[src/mtca_pkg.sv]
// Purpose: Shared constants for the module timing/capability advertisement link
// Assumes: One 125 MHz clock shared by both ends
// Notes: Advertisement byte map, field positions, host register map
package mtca_pkg;
	localparam int CLK_PERIOD_NS = 8;
	localparam int NS_PER_US     = 1000;
	localparam int CYC_PER_US    = NS_PER_US / CLK_PERIOD_NS;

	// Advertisement byte offsets
	localparam logic [7:0] OFS_SELECT_WAIT   = 8'h8F;
	localparam logic [7:0] OFS_DP_DURATIONS  = 8'h90;
	localparam logic [7:0] OFS_CHAR_A        = 8'h91;
	localparam logic [7:0] OFS_TEMP_UPPER    = 8'h92;
	localparam logic [7:0] OFS_TEMP_LOWER    = 8'h93;
	localparam logic [7:0] OFS_LATENCY_HI    = 8'h94;
	localparam logic [7:0] OFS_LATENCY_LO    = 8'h95;
	localparam logic [7:0] OFS_SUPPLY_LOWER  = 8'h96;
	localparam logic [7:0] OFS_RXTX_TYPES    = 8'h97;
	localparam logic [7:0] OFS_BYPASS_SAVING = 8'h98;
	localparam logic [7:0] OFS_AMP_TXEQ      = 8'h99;
	localparam logic [7:0] OFS_RX_CURSORS    = 8'h9A;

	// Field positions
	localparam int WAIT_EXP_LSB   = 5;
	localparam int WAIT_EXP_W     = 3;
	localparam int WAIT_MANT_W    = 5;
	localparam int NIBBLE_W       = 4;
	localparam int DEINIT_LSB     = 4;
	localparam int COOLED_BIT     = 7;
	localparam int SYNC_GRP_LSB   = 5;
	localparam int PPS_BIT        = 4;
	localparam int TPAGE_BIT      = 3;
	localparam int DETECTOR_BIT   = 7;
	localparam int RXEQ_KIND_LSB  = 5;
	localparam int PWR_METRIC_BIT = 4;
	localparam int LOS_METRIC_BIT = 3;
	localparam int FAST_LOS_BIT   = 2;
	localparam int FAST_OFF_BIT   = 1;
	localparam int GLOBAL_OFF_BIT = 0;
	localparam int AMP_SUP_LSB    = 4;
	localparam int LANES          = 8;

	// Duration codes
	localparam logic [3:0] DUR_UNDER_1MS   = 4'h0;
	localparam logic [3:0] DUR_50MIN_OVER  = 4'hD;
	localparam logic [3:0] DUR_RESERVED_LO = 4'hE;

	// Host register map (APB byte addresses)
	localparam logic [7:0] HREG_CTRL   = 8'h00;
	localparam logic [7:0] HREG_STATUS = 8'h04;
	localparam logic [7:0] HREG_RDATA  = 8'h08;
	localparam logic [7:0] HREG_WAIT   = 8'h0C;
	localparam int CTRL_START_BIT  = 0;
	localparam int CTRL_WRITE_BIT  = 1;
	localparam int CTRL_ADDR_LSB   = 8;
	localparam int CTRL_WDATA_LSB  = 16;
	localparam int STAT_BUSY_BIT   = 0;
	localparam int STAT_DONE_BIT   = 1;
	localparam int STAT_KNOWN_BIT  = 2;
	localparam int WAIT_US_W       = 12;
	localparam int WAIT_CYC_W      = 20;
	localparam logic [11:0] WAIT_US_RESET = 12'hF80;
endpackage

[src/mtca_if.sv]
// Purpose: Management link between host controller and module advertisement bank
// Assumes: Both ends on clk
// Notes: req held by host until ack pulse
`timescale 1ns/100ps
interface mtca_if (input wire logic clk);
	logic       module_select_line;
	logic       req;
	logic       wr;
	logic [7:0] addr;
	logic [7:0] wdata;
	logic       ack;
	logic [7:0] rdata;

	modport host_mp (output module_select_line, output req, output wr, output addr, output wdata,
		input ack, input rdata);
	modport dev_mp (input module_select_line, input req, input wr, input addr, input wdata,
		output ack, output rdata);
endinterface

[src/mtca_host_end.sv]
// Purpose: Host controller running single-byte link transfers on APB orders
// Assumes: APB master with zero-latency psel; module end on the same clk
// Notes: Select setup and hold use the learned wait, else a safe default
`timescale 1ns/100ps
module mtca_host_end
	import mtca_pkg::*;
#(
	parameter logic [11:0] DFLT_WAIT_US = WAIT_US_RESET
) (
	input  wire logic        clk,
	input  wire logic        sys_rst,
	input  wire logic        ce,
	input  wire logic        psel,
	input  wire logic        penable,
	input  wire logic        pwrite,
	input  wire logic [7:0]  paddr,
	input  wire logic [31:0] pwdata,
	output logic      [31:0] prdata,
	output logic             pready,
	output logic             pslverr,
	mtca_if.host_mp          link
);
	typedef enum logic [1:0] {H_IDLE, H_SETUP, H_XFER, H_HOLD} mtca_hstate_type;

	mtca_hstate_type        st_r;
	logic [WAIT_CYC_W-1:0]  cnt_r;
	logic [WAIT_US_W-1:0]   wait_us_r;
	logic                   known_r;
	logic                   done_r;
	logic                   sel_r, req_r, wr_r;
	logic [7:0]             addr_r, wdata_r, rbyte_r;
	logic [31:0]            prdata_r;
	logic                   pready_r;
	logic                   wr_acc, start, done_set;
	logic [WAIT_CYC_W-1:0]  wait_cyc;

	assign link.module_select_line = sel_r;
	assign link.req   = req_r;
	assign link.wr    = wr_r;
	assign link.addr  = addr_r;
	assign link.wdata = wdata_r;
	assign prdata  = prdata_r;
	assign pready  = pready_r;
	assign pslverr = 1'b0;

	assign wr_acc   = psel & penable & pready_r & pwrite;
	assign start    = wr_acc & (paddr == HREG_CTRL) & pwdata[CTRL_START_BIT] & (st_r == H_IDLE);
	assign done_set = (st_r == H_HOLD) && (cnt_r == '0);
	assign wait_cyc = WAIT_CYC_W'(wait_us_r * CYC_PER_US);

	// No wait states: read data is captured in setup, presented in access
	always_ff @(posedge clk) begin
		if (sys_rst) begin
			pready_r <= 1'b0;
		end else if (ce) begin
			pready_r <= psel & ~penable;
		end
	end

	always_ff @(posedge clk) begin
		if (sys_rst) begin
			prdata_r <= 32'h0000_0000;
		end else if (ce && psel && !penable) begin
			unique case (paddr)
				HREG_STATUS: prdata_r <= {29'h0, known_r, done_r, st_r != H_IDLE};
				HREG_RDATA:  prdata_r <= {24'h0, rbyte_r};
				HREG_WAIT:   prdata_r <= {20'h0, wait_us_r};
				default:     prdata_r <= 32'h0000_0000;
			endcase
		end
	end

	// Set wins over a write-one clear in the same cycle
	always_ff @(posedge clk) begin
		if (sys_rst) begin
			done_r <= 1'b0;
		end else if (ce) begin
			if (done_set) begin
				done_r <= 1'b1;
			end else if (wr_acc && paddr == HREG_STATUS && pwdata[STAT_DONE_BIT]) begin
				done_r <= 1'b0;
			end
		end
	end

	always_ff @(posedge clk) begin
		if (sys_rst) begin
			wr_r    <= 1'b0;
			addr_r  <= 8'h00;
			wdata_r <= 8'h00;
		end else if (ce && start) begin
			wr_r    <= pwdata[CTRL_WRITE_BIT];
			addr_r  <= pwdata[CTRL_ADDR_LSB +: 8];
			wdata_r <= pwdata[CTRL_WDATA_LSB +: 8];
		end
	end

	// Learn the wait from the select wait byte; zero mantissa falls back to the default
	always_ff @(posedge clk) begin
		if (sys_rst) begin
			wait_us_r <= DFLT_WAIT_US;
			known_r   <= 1'b0;
			rbyte_r   <= 8'h00;
		end else if (ce && st_r == H_XFER && link.ack) begin
			rbyte_r <= link.rdata;
			if (!wr_r && addr_r == OFS_SELECT_WAIT) begin
				if (link.rdata[WAIT_MANT_W-1:0] != '0) begin
					wait_us_r <= WAIT_US_W'({7'h0, link.rdata[WAIT_MANT_W-1:0]}
						<< link.rdata[WAIT_EXP_LSB +: WAIT_EXP_W]);
					known_r   <= 1'b1;
				end else begin
					wait_us_r <= DFLT_WAIT_US;
					known_r   <= 1'b0;
				end
			end
		end
	end

	always_ff @(posedge clk) begin
		if (sys_rst) begin
			st_r  <= H_IDLE;
			cnt_r <= '0;
			sel_r <= 1'b0;
			req_r <= 1'b0;
		end else if (ce) begin
			unique case (st_r)
				H_IDLE: begin
					if (start) begin
						st_r  <= H_SETUP;
						sel_r <= 1'b1;
						cnt_r <= wait_cyc;
					end
				end
				H_SETUP: begin
					if (cnt_r == '0) begin
						st_r  <= H_XFER;
						req_r <= 1'b1;
					end else begin
						cnt_r <= cnt_r - 1'b1;
					end
				end
				H_XFER: begin
					if (link.ack) begin
						st_r  <= H_HOLD;
						req_r <= 1'b0;
						cnt_r <= wait_cyc;
					end
				end
				H_HOLD: begin
					if (cnt_r == '0) begin
						st_r  <= H_IDLE;
						sel_r <= 1'b0;
					end else begin
						cnt_r <= cnt_r - 1'b1;
					end
				end
			endcase
		end
	end
endmodule // mtca_host_end

[src/flat_wrapper.sv]
// flat-port wrapper written by rule: the top's interface ports become plain ports
module mtca_host_end_flat import mtca_pkg::*;
#(
	parameter logic [11:0] DFLT_WAIT_US = WAIT_US_RESET
)
  (clk, sys_rst, ce, psel, penable, pwrite, paddr, pwdata, prdata, pready, pslverr, link_module_select_line, link_req, link_wr, link_addr, link_wdata, link_ack, link_rdata);
  mtca_if link_i (.clk(clk));
  input  wire logic clk;
  input  wire logic sys_rst;
  input  wire logic ce;
  input  wire logic psel;
  input  wire logic penable;
  input  wire logic pwrite;
  input  wire logic [7:0] paddr;
  input  wire logic [31:0] pwdata;
  output logic      [31:0] prdata;
  output logic pready;
  output logic pslverr;
  output wire logic [$bits(link_i.module_select_line)-1:0] link_module_select_line;
  output wire logic [$bits(link_i.req)-1:0] link_req;
  output wire logic [$bits(link_i.wr)-1:0] link_wr;
  output wire logic [$bits(link_i.addr)-1:0] link_addr;
  output wire logic [$bits(link_i.wdata)-1:0] link_wdata;
  input wire logic [$bits(link_i.ack)-1:0] link_ack;
  input wire logic [$bits(link_i.rdata)-1:0] link_rdata;
  assign link_module_select_line = link_i.module_select_line;
  assign link_req = link_i.req;
  assign link_wr = link_i.wr;
  assign link_addr = link_i.addr;
  assign link_wdata = link_i.wdata;
  assign link_i.ack = link_ack;
  assign link_i.rdata = link_rdata;
  mtca_host_end #(.DFLT_WAIT_US(DFLT_WAIT_US)) u_core (.clk(clk), .sys_rst(sys_rst), .ce(ce), .psel(psel), .penable(penable), .pwrite(pwrite), .paddr(paddr), .pwdata(pwdata), .prdata(prdata), .pready(pready), .pslverr(pslverr), .link(link_i));
endmodule
[config.mk]
export PLATFORM = sky130hd
export DESIGN_NAME = mtca_host_end_flat
export DESIGN_NICKNAME = d
export VERILOG_FILES = /design/src/mtca_pkg.sv /design/src/mtca_if.sv /design/src/mtca_host_end.sv /design/src/flat_wrapper.sv
export SDC_FILE = /design/constraint.sdc
export NUM_CORES = 1
export LEC_CHECK = 0
export BUFFER_PORTS_ARGS = -buffer_cell sky130_fd_sc_hd__buf_4
export CAP_MARGIN = 20
export CELL_PAD_IN_SITES_DETAIL_PLACEMENT = 0
export CELL_PAD_IN_SITES_GLOBAL_PLACEMENT = 2
export CORE_MARGIN = 2
export CORE_UTILIZATION = 37
export CTS_BUF_LIST = sky130_fd_sc_hd__clkbuf_2 sky130_fd_sc_hd__clkbuf_4 sky130_fd_sc_hd__clkbuf_8
export DETAILED_ROUTE_END_ITERATION = 10
export PLACE_DENSITY_LB_ADDON = 0.05
export SKIP_CTS_REPAIR_TIMING = 1
export SLEW_MARGIN = 20
export SYNTH_ARGS = -nofsm -noshare
export SYNTH_HDL_FRONTEND = slang
export SYNTH_SLANG_ARGS = --single-unit
export TNS_END_PERCENT = 20
[constraint.sdc]
create_clock -name clk -period 12.66 [get_ports clk]
set_input_delay 1.266 -clock clk [delete_from_list [all_inputs] [get_ports clk]]
set_output_delay 1.266 -clock clk [all_outputs]
set_load 0.005 [all_outputs]
### Yosys cells after proc, flatten, opt, wreduce, memory -nomap -nowiden

Index checks and enable logic that the tools add are counted.

* bits of input ports: 55
* logic and storage cells: 82
* output and inout port bits: 53
* flip-flop bits (word level): 96

* equality and inequality tests: 12
* reduce and logical (&&, ||, !) cells: 26
* bitwise operators: 8
* multiply operators: 1
* add/subtract/negate cells: 1
* shift-type cells: 1
* muxes and demuxes: 20

Operator list (number)
* 20-bit two-way mux: 3
* 20-bit case mux with 3 select lines: 1
* 12-bit case mux with 3 select lines: 1
* 20-bit logical NOT: 1
* 20-bit by 1-bit subtractor with 20-bit output, second input constant: 1
* 12-bit by 7-bit multiplier with 19-bit output, second input constant: 1
* 8-bit by 4-bit equality test with 1-bit output, second input constant: 2
* 12-bit two-way mux: 1
* 4-bit AND reduction: 3
* 5-bit by 3-bit left shift with 12-bit output: 1
* 1-bit logical AND: 9
* 8-bit by 3-bit equality test with 1-bit output, second input constant: 1
* 8-bit equality test, second input constant: 1
* 8-bit logical NOT: 1
* 2-bit two-way mux: 4
* 2-bit case mux with 4 select lines: 1
* 2-bit nonzero test: 4
* 1-bit bitwise AND: 7
* 1-bit two-way mux: 7
* 2-bit inequality test, second input constant: 3
* 5-bit AND reduction: 1
* 5-bit nonzero test: 1
* 2-bit equality test, second input constant: 2
* 2-bit by 1-bit inequality test with 1-bit output, second input constant: 2
* other kinds (7): 10

### Longest topological paths before layout

Gate-level depths: netlist of the first run.

* depth in word-level cells: 8
* mapped depth: 17
* depth with buffers taken out: 16

### Worst setup path after synthesis of the first run

No wires, ideal clock.

* kind: register to register
* from: register u_core.wait_us_r[1]
* to: register u_core.cnt_r[16]
* cell stages (with the launch flop): 15
* clock period less this slack: 4140 ps
* path buffers: 0
* arrival: 4010 ps
* setup time: 130 ps
* path slack: 8520 ps
* required time: 12530 ps
* cell sequence: dfxtp_1 inv_1 fa_1 fa_1 fa_1 fa_1 inv_1 ha_1 a21oi_1 nand2_1 nor2_1 o211ai_1 a311oi_1 mux2i_1 o21ai_0

* word-level cells in the longest chain between the ends: 3
* elaborated cells on any way between the ends: 4
* those cells by class: mul (1); mux (3)

RTL lines
* from (decl): line mtca_host_end.sv:27 `logic [WAIT_US_W-1:0] wait_us_r;`
* from (signal assigned): line mtca_host_end.sv:108 `wait_us_r <= WAIT_US_W'({7'h0, link.rdata[WAIT_MANT_W-1:0]}`
* 12-bit by 7-bit multiplier with 19-bit output (*): line mtca_host_end.sv:49 `assign wait_cyc = WAIT_CYC_W'(wait_us_r * CYC_PER_US);`
* 20-bit two-way mux (on tied branches): line mtca_host_end.sv:143, mtca_host_end.sv:128
* 20-bit case mux with 3 select lines (*): line mtca_host_end.sv:126 `unique case (st_r)`
* to (signal assigned): line mtca_host_end.sv:131 `cnt_r <= wait_cyc;`
* to (signal assigned): line mtca_host_end.sv:146 `cnt_r <= wait_cyc;`
* to (signal assigned): line mtca_host_end.sv:154 `cnt_r <= cnt_r - 1'b1;`
* to (decl): line mtca_host_end.sv:26 `logic [WAIT_CYC_W-1:0] cnt_r;`

Every way passes the cells marked *; elsewhere a longest branch is shown, timed or not. The select of a mux whose other input is x is not followed.
A chain may end at the register's enable or synchronous reset.

### Worst setup path after layout of the first run

* from: register u_core.wait_us_r[3]
* to: register u_core.cnt_r[16]

Same word-level chain as after synthesis.

==> impl_metrics.yaml, run 1 <==
status:
  status: "completed"
job:
  cap_violations: 0
synthesis:
  yosys.area.top_type: "dfxtp_1"
  synth_top_area_share_pct: 25.4
  synth_common_cells: "78 x nor2_1, 76 x dfxtp_1, 67 x inv_1, 57 x nand2_1, 53 x a21oi_1"
  synth_edf_count: 0
  synth.cell_area_um2: 5980
  ys.flop_type: "dfxtp_1"
  syn_area_per_cell_um2: 8.41
  syn_inst: 711
  synth-async-reset-ratio_pct: 0
  yosysSeqAreaShare_pct: 25.4
  synth_cell_type_count: 60
  yosys_warnings: 0
  ys_top_cells_by_area: "dfxtp_1 25%, fa_1 13%, ha_1 10%, nor2_1 4.9%, mux2i_1 4.5%"
  yosysMostFrequentCell: "nor2_1"
  synth_seq_cells: 76
setup_path:
  r2r_setup_slack_ps: 8050
  critPathMaxStageDelay_ps: 540
  crit_type: "flip-flop to flip-flop"
  rr_startpoint: "u_core.wait_us_r[3]$_SDFFE_PP0P_"
  endpoint_kind: "flip-flop"
  crit_buf_inv: 2
  reg2reg_depth: 14
  critPathRequiredTime_ps: 12890
  critPathTopFamily: "adder cells"
  arrival_ps: 4840
  worstPathMaxFanout: 6
  cpMaxStageDelayCell: "fa_1"
  reg2reg_to: "u_core.cnt_r[16]$_SDFFE_PP0P_"
  crit_path_cell_trace: "inv_1, fa_1, fa_1, fa_1, fa_1, inv_1, ha_1, a21oi_1, nand2_1, nor2_1, o211ai_1, a311oi_1, mux2i_1, o21ai_0"
  cp-start-kind: "flip-flop"
  crit_top_cell: "fa_1"
route:
  vias: 5018
  dr.first_iter.drc_count: 246
  drc: 0
  dr.pass1.iters: 5
  drt-total-wl_um: 15200
  ant_nets: 0
  wl_per_cell_um: 15.4
  viasPerCell: 5.10
hold_path:
  hold_start: "u_core.rbyte_r[4]$_SDFFE_PP0P_"
  hold_depth: 2
  min_path_type: "flip-flop to flip-flop"
  hold_path_end: "u_core.rbyte_r[4]$_SDFFE_PP0P_"
floorplan:
  die-area_um2: 17200
  core_area_um2: 15800
  std_cell_rows: 46
  die_height_um: 131
  ios: 108
  die_x_um: 131
  start_util_pct: 37.8
cells_and_area:
  final_nets: 905
  area_delta_synth_final_pct: 13.7
  finalInstanceArea_um2: 6800
  drive_above_1_share_pct: 14.5
  fill_cells: 1671
  diodes: 0
global_route:
  grt_max_degree: 82
  grt_pass1_wl_um: 25200
  grt-ovfl-total: 0
  antenna_found_initial: 0
  grt_pass1_vias: 5006
  grt.total_usage_pct: 18.1
timing:
  rsz0062_at_grt: "no"
  slew_violations: 0
  fmax_ghz: 0.217
  tightest_slew_ps: 1020
  min_period_ps: 4610
  maxSlewHeadroom_pct: 32.0
  finalSetupTns_ps: 0
  clock_skew_ps: 18.0
  final.period_utilization_pct: 36.4
  setup_viol: 0
  fin_ws_ps: 8050
  holdWs_ps: 457
  hold_viol: 0
placement:
  gp_congestion: 0.803
  dp_hpwl_um: 11600
  dp_slack_ps: 7990
  placed_area_um2: 6600
  io_buffers: 72
clock_network:
  cts_num_sinks: 76
  cts_tree: "yes"
  cts_buffer_depth: 2
  numCtsBuffers: 9
  htreeDepth: 3
  clkTransAtPathRegs_ps: 90
  clock_latency_ps: 370
  cts_root_buf: "clkbuf_8"
power:
  leakagePower_nw: 2.81
  power_w: 0.000465
  powerDensity_nw_per_um2: 68.4
  irDropWorstVdd_mv: 0.0447
==> flip-flops by register name (all words and copies together) (netlist names) <==
register,count
u_core.cnt_r,20
u_core.prdata,12
u_core.wait_us_r,12
u_core.link.addr,8
u_core.link.wdata,8
u_core.rbyte_r,8
u_core.st_r,2
u_core.done_r,1
u_core.known_r,1
u_core.link.module_select_line,1
u_core.link.req,1
u_core.link.wr,1
u_core.pready,1
==> layout make-up <==
| type | count | area (um^2) | area share, % |
|---|---|---|---|
| clock buffers | 9 | 124 | 1.82 |
| repair buffers | 74 | 556 | 8.17 |
| multi-input cells | 534 | 4000 | 58.8 |
| well taps | 216 | 270 | 3.97 |
| flip-flops and latches | 76 | 1520 | 22.4 |
| clock inverters | 7 | 80.1 | 1.18 |
| inverters | 67 | 251 | 3.70 |
==> cells in the final DEF, fill, tap and decap left out, drive strengths merged, types with 7 or more instances in the layout <==
master and n:
ha 50, mux2i 27, mux2 7, xnor2 7, nand2 57, nor2 79
dfxtp 76, conb 21, buf 74, a22oi 15, clkbuf 9, a21oi 55
fa 38, nand3 10, o21bai 9, nor4 12, nor3 17, o21ai 35
inv 71
==> worst min-delay path, stage by stage (launching register included) <==
cell     delay (ps)
dfxtp_1         320
nand2_1          50
a21oi_1          50
==> power by group <==
part / internal, W / switching [W] / total, W
clock network: 0.0000942 / 0.000104 / 0.000199
logic: 0.0000120 / 0.0000157 / 0.0000277
registers: 0.000239 / 0.0000000993 / 0.000239
total: 0.000345 / 0.000120 / 0.000465
==> metrics by stage <==
| step | instances | util (%) |
|---|---|---|
| final | 983 | 43.0 |
| after global routing | 983 | 43.0 |
| after CTS | 983 | 43.0 |
| after detailed placement | 967 | 41.7 |
| after global placement | 967 | 41.7 |
| after floorplan | 731 | - |
==> worst max path at each step <==
stage	end	startpoint	cells after the start
after floorplan	u_core.cnt_r[16]$_SDFFE_PP0P_	u_core.wait_us_r[1]$_SDFFE_PP0P_	14
after detailed placement	u_core.cnt_r[16]$_SDFFE_PP0P_	u_core.wait_us_r[2]$_SDFFE_PP0P_	14
final	u_core.cnt_r[16]$_SDFFE_PP0P_	u_core.wait_us_r[3]$_SDFFE_PP0P_	14
after global placement	u_core.cnt_r[16]$_SDFFE_PP0P_	u_core.wait_us_r[2]$_SDFFE_PP0P_	14
after global routing	u_core.cnt_r[16]$_SDFFE_PP0P_	u_core.wait_us_r[3]$_SDFFE_PP0P_	14
after CTS	u_core.cnt_r[16]$_SDFFE_PP0P_	u_core.wait_us_r[3]$_SDFFE_PP0P_	14
==> cells by family after synthesis <==
group | Yosys count | share of synthesized area (%)
simple gates | 220 | 17.8
fa+ha+maj | 88 | 23.2
xor+xnor | 12 | 1.76
compound gates | 159 | 16.9
mux | 34 | 5.84
other cells | 1 | 0.0627
buf+inv | 121 | 9.00
flops | 76 | 25.4
==> routing by layer <==
| layer | vias to the layer above | global-route usage, % | wire length, um |
|---|---|---|---|
| met5 | - | 0 | 0 |
| met4 | 0 | 4.89 | 172 |
| met3 | 14 | 4.32 | 693 |
| met2 | 110 | 29.6 | 7160 |
| met1 | 2377 | 24.0 | 7150 |
| li1 | 2517 | - | - |
(Power assumes the default switching activity.)
==> inputs of run 2 (changes only) <==
--- a/config.mk
+++ b/config.mk
@@ -10,7 +10,7 @@
 export CELL_PAD_IN_SITES_DETAIL_PLACEMENT = 0
 export CELL_PAD_IN_SITES_GLOBAL_PLACEMENT = 2
 export CORE_MARGIN = 2
-export CORE_UTILIZATION = 37
+export CORE_UTILIZATION = 35
 export CTS_BUF_LIST = sky130_fd_sc_hd__clkbuf_2 sky130_fd_sc_hd__clkbuf_4 sky130_fd_sc_hd__clkbuf_8
 export DETAILED_ROUTE_END_ITERATION = 10
 export PLACE_DENSITY_LB_ADDON = 0.05
==> constraint.sdc (replaced) <==
create_clock -name clk -period 4.4 [get_ports clk]
set_input_delay 0.44 -clock clk [delete_from_list [all_inputs] [get_ports clk]]
set_output_delay 0.44 -clock clk [all_outputs]
set_load 0.005 [all_outputs]
==> run 2 against run 1 <==
  * Worst hold slack worse by 160 ps
  * Clock power increased to 3.6 times the previous value
  * Critical path type unchanged
  * Setup slack lost 7800 ps
  * Combinational power grew to 2.9 times the previous value
  * Final cell count up 3.2%
  * Critical path depth stayed put
  * Sequential share of layout area shrank 0.92 points
  * Register-to-register slack lost 7800 ps
  * Global-route usage rose by 0.26 points
==> impl_metrics.yaml, run 2 (same netlist as run 1, synthesis figures left out) <==
status:
  status: "completed"
floorplan:
  die_height_um: 135
  core_area_um2: 16600
  die_x_um: 135
  ios: 108
  std_cell_rows: 47
  start_util_pct: 35.9
  die-area_um2: 18100
clock_network:
  cts_root_buf: "clkbuf_8"
  clkTransAtPathRegs_ps: 80
  htreeDepth: 3
  cts_num_sinks: 76
  clock_latency_ps: 370
  cts_buffer_depth: 2
  cts_tree: "yes"
  numCtsBuffers: 9
hold_path:
  hold_start: "pwdata[11]"
  min_path_type: "input port to flip-flop"
route:
  drc: 0
  wl_per_cell_um: 15.9
  ant_nets: 0
  viasPerCell: 5.14
  vias: 5208
  dr.pass1.iters: 5
  dr.first_iter.drc_count: 233
  drt-total-wl_um: 16200
power:
  powerDensity_nw_per_um2: 209
  irDropWorstVdd_mv: 0.162
  leakagePower_nw: 2.98
timing:
  final.period_utilization_pct: 94.7
  setup_viol: 0
  rsz0062_at_grt: "yes"
  clock_skew_ps: 12.3
  fmax_ghz: 0.240
  tightest_slew_ps: 1050
  maxSlewHeadroom_pct: 29.9
  hold_viol: 0
  min_period_ps: 4170
  slew_violations: 0
setup_path:
  critPathTopFamily: "adder cells"
  critPathRequiredTime_ps: 4630
  arrival_ps: 4400
  rr_startpoint: "u_core.wait_us_r[1]$_SDFFE_PP0P_"
  critPathMaxStageDelay_ps: 560
  crit_buf_inv: 2
  cp-start-kind: "flip-flop"
  crit_type: "flip-flop to flip-flop"
  crit_top_cell: "fa_1"
  cpMaxStageDelayCell: "fa_1"
  endpoint_kind: "flip-flop"
  crit_path_cell_trace: "inv_1, fa_1, fa_1, fa_1, fa_1, inv_1, ha_1, a21oi_1, o21ai_1, a21oi_1, xnor2_1, o32ai_1, a22oi_1, nor2_1"
  worstPathMaxFanout: 4
  startpoint: "u_core.wait_us_r[1]$_SDFFE_PP0P_"
cells_and_area:
  layout_common_cells: "101 x buf_4, 76 x nor2_1, 74 x dfxtp_1, 66 x inv_1, 57 x nand2_1"
  diodes: 0
  area_delta_synth_final_pct: 18.8
  layout_commonest_cell: "buf_4"
  largest_reg_flops: 20
  top_register: "u_core.cnt_r"
  final_nets: 932
  finalInstanceArea_um2: 7100
  drive_above_1_share_pct: 18.8
  final_cells: 1014
global_route:
  grt_pass1_wl_um: 26400
  grt-ovfl-total: 0
  grt_pass1_vias: 5144
  grt_max_degree: 82
  grt.total_usage_pct: 18.4
  antenna_found_initial: 0
placement:
  gp_congestion: 0.794
  dp_hpwl_um: 12400
  io_buffers: 72
  placed_area_um2: 6800
  dpl.cell_count: 998
job:
  cap_violations: 0
[run 2: final cells by class]
class | instances | area, um^2
fillers | 1683 | 9540
clock inverters | 7 | 139
flip-flops and latches | 76 | 1520
multi-input cells | 534 | 4030
well taps | 220 | 275
repair buffers | 101 | 758
clock buffers | 9 | 124
inverters | 67 | 251
[run 2: power breakdown]
group          switching, W  internal (W)
logic             0.0000458     0.0000345
registers       0.000000356      0.000687
clock network      0.000281      0.000433
total              0.000328       0.00115
[run 2: layer usage]
metal	GRT usage (%)	wire, um	up-vias
li1	-	-	2571
met1	24.4	7690	2496
met2	29.2	7270	114
met3	4.09	806	27
met4	6.73	380	0
met5	0	0	-
[run 2: path summary, 6_finish.rpt]
kind / slack (ps) / endpoint / depth (start not counted)
min reg2reg: 460 / u_core.rbyte_r[7]$_SDFFE_PP0P_ / 2
max: 230 / u_core.cnt_r[9]$_SDFFE_PP0P_ / 14
max reg2reg: 230 / u_core.cnt_r[9]$_SDFFE_PP0P_ / 14
min: 300 / u_core.link.addr[3]$_SDFFE_PP0P_ / 3
[run 2: worst register-to-register path, delay by kind of cell, from the launching register on]
family / cells / cell delay (ps)
compound gates: 5 / 970
simple gates: 1 / 50
flops: 1 / 380
fa+ha+maj: 5 / 2340
xor+xnor: 1 / 190
buf+inv: 2 / 130
[run 2: per-stage QoR]
stage	setup TNS [ps]	setup WS (ps)	hold slack [ps]	util [%]	power, W
3_5_place_dp	0	85.4	449	40.9	0.000784
5_1_grt	-46.8	-46.8	287	42.7	0.00154
2_1_floorplan	0	260	434	-	0.000756
4_1_cts	0	91.3	276	42.5	0.00150
6_report	0	234	301	42.7	0.00148
3_3_place_gp	0	152	445	40.9	0.000783
==> inputs of run 3 (changes only) <==
==> constraint.sdc (replaced) <==
create_clock -name clk -period 4.4 [get_ports clk]
set_input_delay 0.22 -clock clk [delete_from_list [all_inputs] [get_ports clk]]
set_output_delay 0.22 -clock clk [all_outputs]
set_load 0.005 [all_outputs]
==> run 3 against run 2 <==
  * Critical path depth increased by 1
  * Setup slack improved by 17 ps
  * Non-clock buffer count increased by 1
  * Largest cell class unchanged
  * Largest power group is now registers
  * Final cell count about the same
  * First-iteration DRC count increased by 13%
  * Worst hold slack got worse by 220 ps
  * Core utilization decreased by 0.34 points
==> impl_metrics.yaml, run 3 (same netlist as run 1, synthesis figures left out) <==
status:
  status: "completed"
route:
  dr.first_iter.drc_count: 264
  drt-total-wl_um: 15900
  wl_per_cell_um: 15.7
  viasPerCell: 5.10
  dr.pass1.iters: 4
  vias: 5179
  drc: 0
  ant_nets: 0
placement:
  dp_hpwl_um: 12300
  io_buffers: 72
  gp_congestion: 0.781
clock_network:
  clock_latency_ps: 370
  numCtsBuffers: 9
  cts_root_buf: "clkbuf_8"
  cts_buffer_depth: 2
  htreeDepth: 3
  cts_num_sinks: 76
  cts_tree: "yes"
  clkTransAtPathRegs_ps: 90
power:
  powerDensity_nw_per_um2: 195
  irDropWorstVdd_mv: 0.184
  internal-power_w: 0.00104
  combPwrFrac_pct: 5.8
  power_frac_clock_pct: 44.2
  power_w: 0.00137
  seqPwrFrac_pct: 50.0
  p_sw_share_pct: 24.1
  leakagePower_nw: 2.96
  p_switching_w: 0.000331
timing:
  final.period_utilization_pct: 94.3
  hold_viol: 0
  rsz0062_at_grt: "yes"
  fmax_ghz: 0.241
  setup_viol: 0
  tightest_slew_ps: 1050
  clock_skew_ps: 13.9
  min_period_ps: 4150
  slew_violations: 0
  maxSlewHeadroom_pct: 29.7
cells_and_area:
  fin_util_pct: 42.3
  fill_cells: 1717
  layout_common_cells: "102 x buf_4, 77 x nor2_1, 73 x dfxtp_1, 66 x inv_1, 57 x nand2_1"
  area_delta_synth_final_pct: 17.9
  diodes: 0
  top_register: "u_core.cnt_r"
  layout_commonest_cell: "buf_4"
  largest_reg_flops: 20
  final_nets: 933
  drive_above_1_share_pct: 18.2
setup_path:
  critPathRequiredTime_ps: 4700
  crit_type: "flip-flop to flip-flop"
  cp-start-kind: "flip-flop"
  cpMaxStageDelayCell: "fa_1"
  crit_path_cell_trace: "inv_1, fa_1, fa_1, fa_1, fa_1, inv_1, ha_1, nand2_1, nor3b_1, nor2_1, o211ai_1, buf_4, xor2_1, o21ai_0, a21oi_1"
  endpoint_kind: "flip-flop"
  crit_top_cell: "fa_1"
  worstPathMaxFanout: 4
  critPathMaxStageDelay_ps: 560
  crit_buf_inv: 3
  critPathTopFamily: "adder cells"
  arrival_ps: 4450
global_route:
  antenna_found_initial: 0
  grt_pass1_wl_um: 26100
  grt_max_degree: 82
  grt.total_usage_pct: 18.2
  grt_pass1_vias: 5199
  grt-ovfl-total: 0
floorplan:
  die-area_um2: 18100
  die_x_um: 135
  start_util_pct: 35.9
  core_area_um2: 16600
  ios: 108
  die_height_um: 135
  std_cell_rows: 47
job:
  cap_violations: 0
hold_path:
  min_path_type: "input port to flip-flop"
==> run 3: changes by cell type in the layout (fill, tap and decap cells not counted), sizes merged <==
cell	before	now
bufinv	4	2
buf	101	102
clkinvlp	0	1
inv	67	68
==> run 3: layout make-up <==
| type | instances | area [um^2] | area share (%) |
|---|---|---|---|
| clock buffers | 9 | 124 | 1.76 |
| repair buffers | 102 | 766 | 10.9 |
| flip-flops and latches | 76 | 1530 | 21.6 |
| inverters | 67 | 251 | 3.57 |
| clock inverters | 7 | 98.8 | 1.40 |
| multi-input cells | 534 | 4010 | 56.9 |
| well taps | 220 | 275 | 3.91 |
==> run 3: power by group through the flow <==
stage / Combinational (W) / Clock, W / Sequential (W)
after CTS: 0.0000798 / 0.000632 / 0.000688
final: 0.0000798 / 0.000607 / 0.000688
after detailed placement: 0.0000797 / 0 / 0.000704
after global routing: 0.0000883 / 0.000668 / 0.000688
after global placement: 0.0000793 / 0 / 0.000704
after floorplan: 0.0000525 / 0 / 0.000704
==> run 3: tightest hold or removal path, delay by kind of cell <==
kind / cells / cell delay, ps
buf+inv: 1 / 80
mux: 1 / 50
simple gates: 1 / 70
==> run 3: final timing paths <==
kind / startpoint / end / slack [ps] / cells after the start
min: pwdata[18] / u_core.link.wdata[2]$_SDFFE_PP0P_ / 80 / 3
max reg2reg: u_core.wait_us_r[1]$_SDFFE_PP0P_ / u_core.cnt_r[12]$_SDFFE_PP0P_ / 250 / 15
min reg2reg: u_core.rbyte_r[4]$_SDFFE_PP0P_ / u_core.rbyte_r[4]$_SDFFE_PP0P_ / 460 / 2
max: u_core.wait_us_r[1]$_SDFFE_PP0P_ / u_core.cnt_r[12]$_SDFFE_PP0P_ / 250 / 15
==> run 3: per-layer routing <==
metal  routed length [um]  part of all wire (%)  track usage [%]  vias to the layer above
met2                 7300                    46             29.0                      100
met3                  654                   4.1             3.90                       15
met1                 7730                    49             24.7                     2485
met4                  231                   1.5             5.50                        0
met5                    0                     0                0                        -
li1                     -                     -                -                     2579
==> run 3: per-stage QoR <==
step | TNS, ps | worst slack, ps | instance area [um^2] | hold WS (ps) | std cells
6_report | 0 | 251 | 7050 | 82.6 | 1015
5_1_grt | -24.8 | -17.9 | 7050 | 74.8 | 1015
4_1_cts | 0 | 83.6 | 7030 | 55.3 | 1015
3_5_place_dp | 0 | 78.2 | 6810 | 447 | 999
3_3_place_gp | 0 | 125 | 6810 | 444 | 999
2_1_floorplan | 0 | 260 | 6050 | 356 | 731
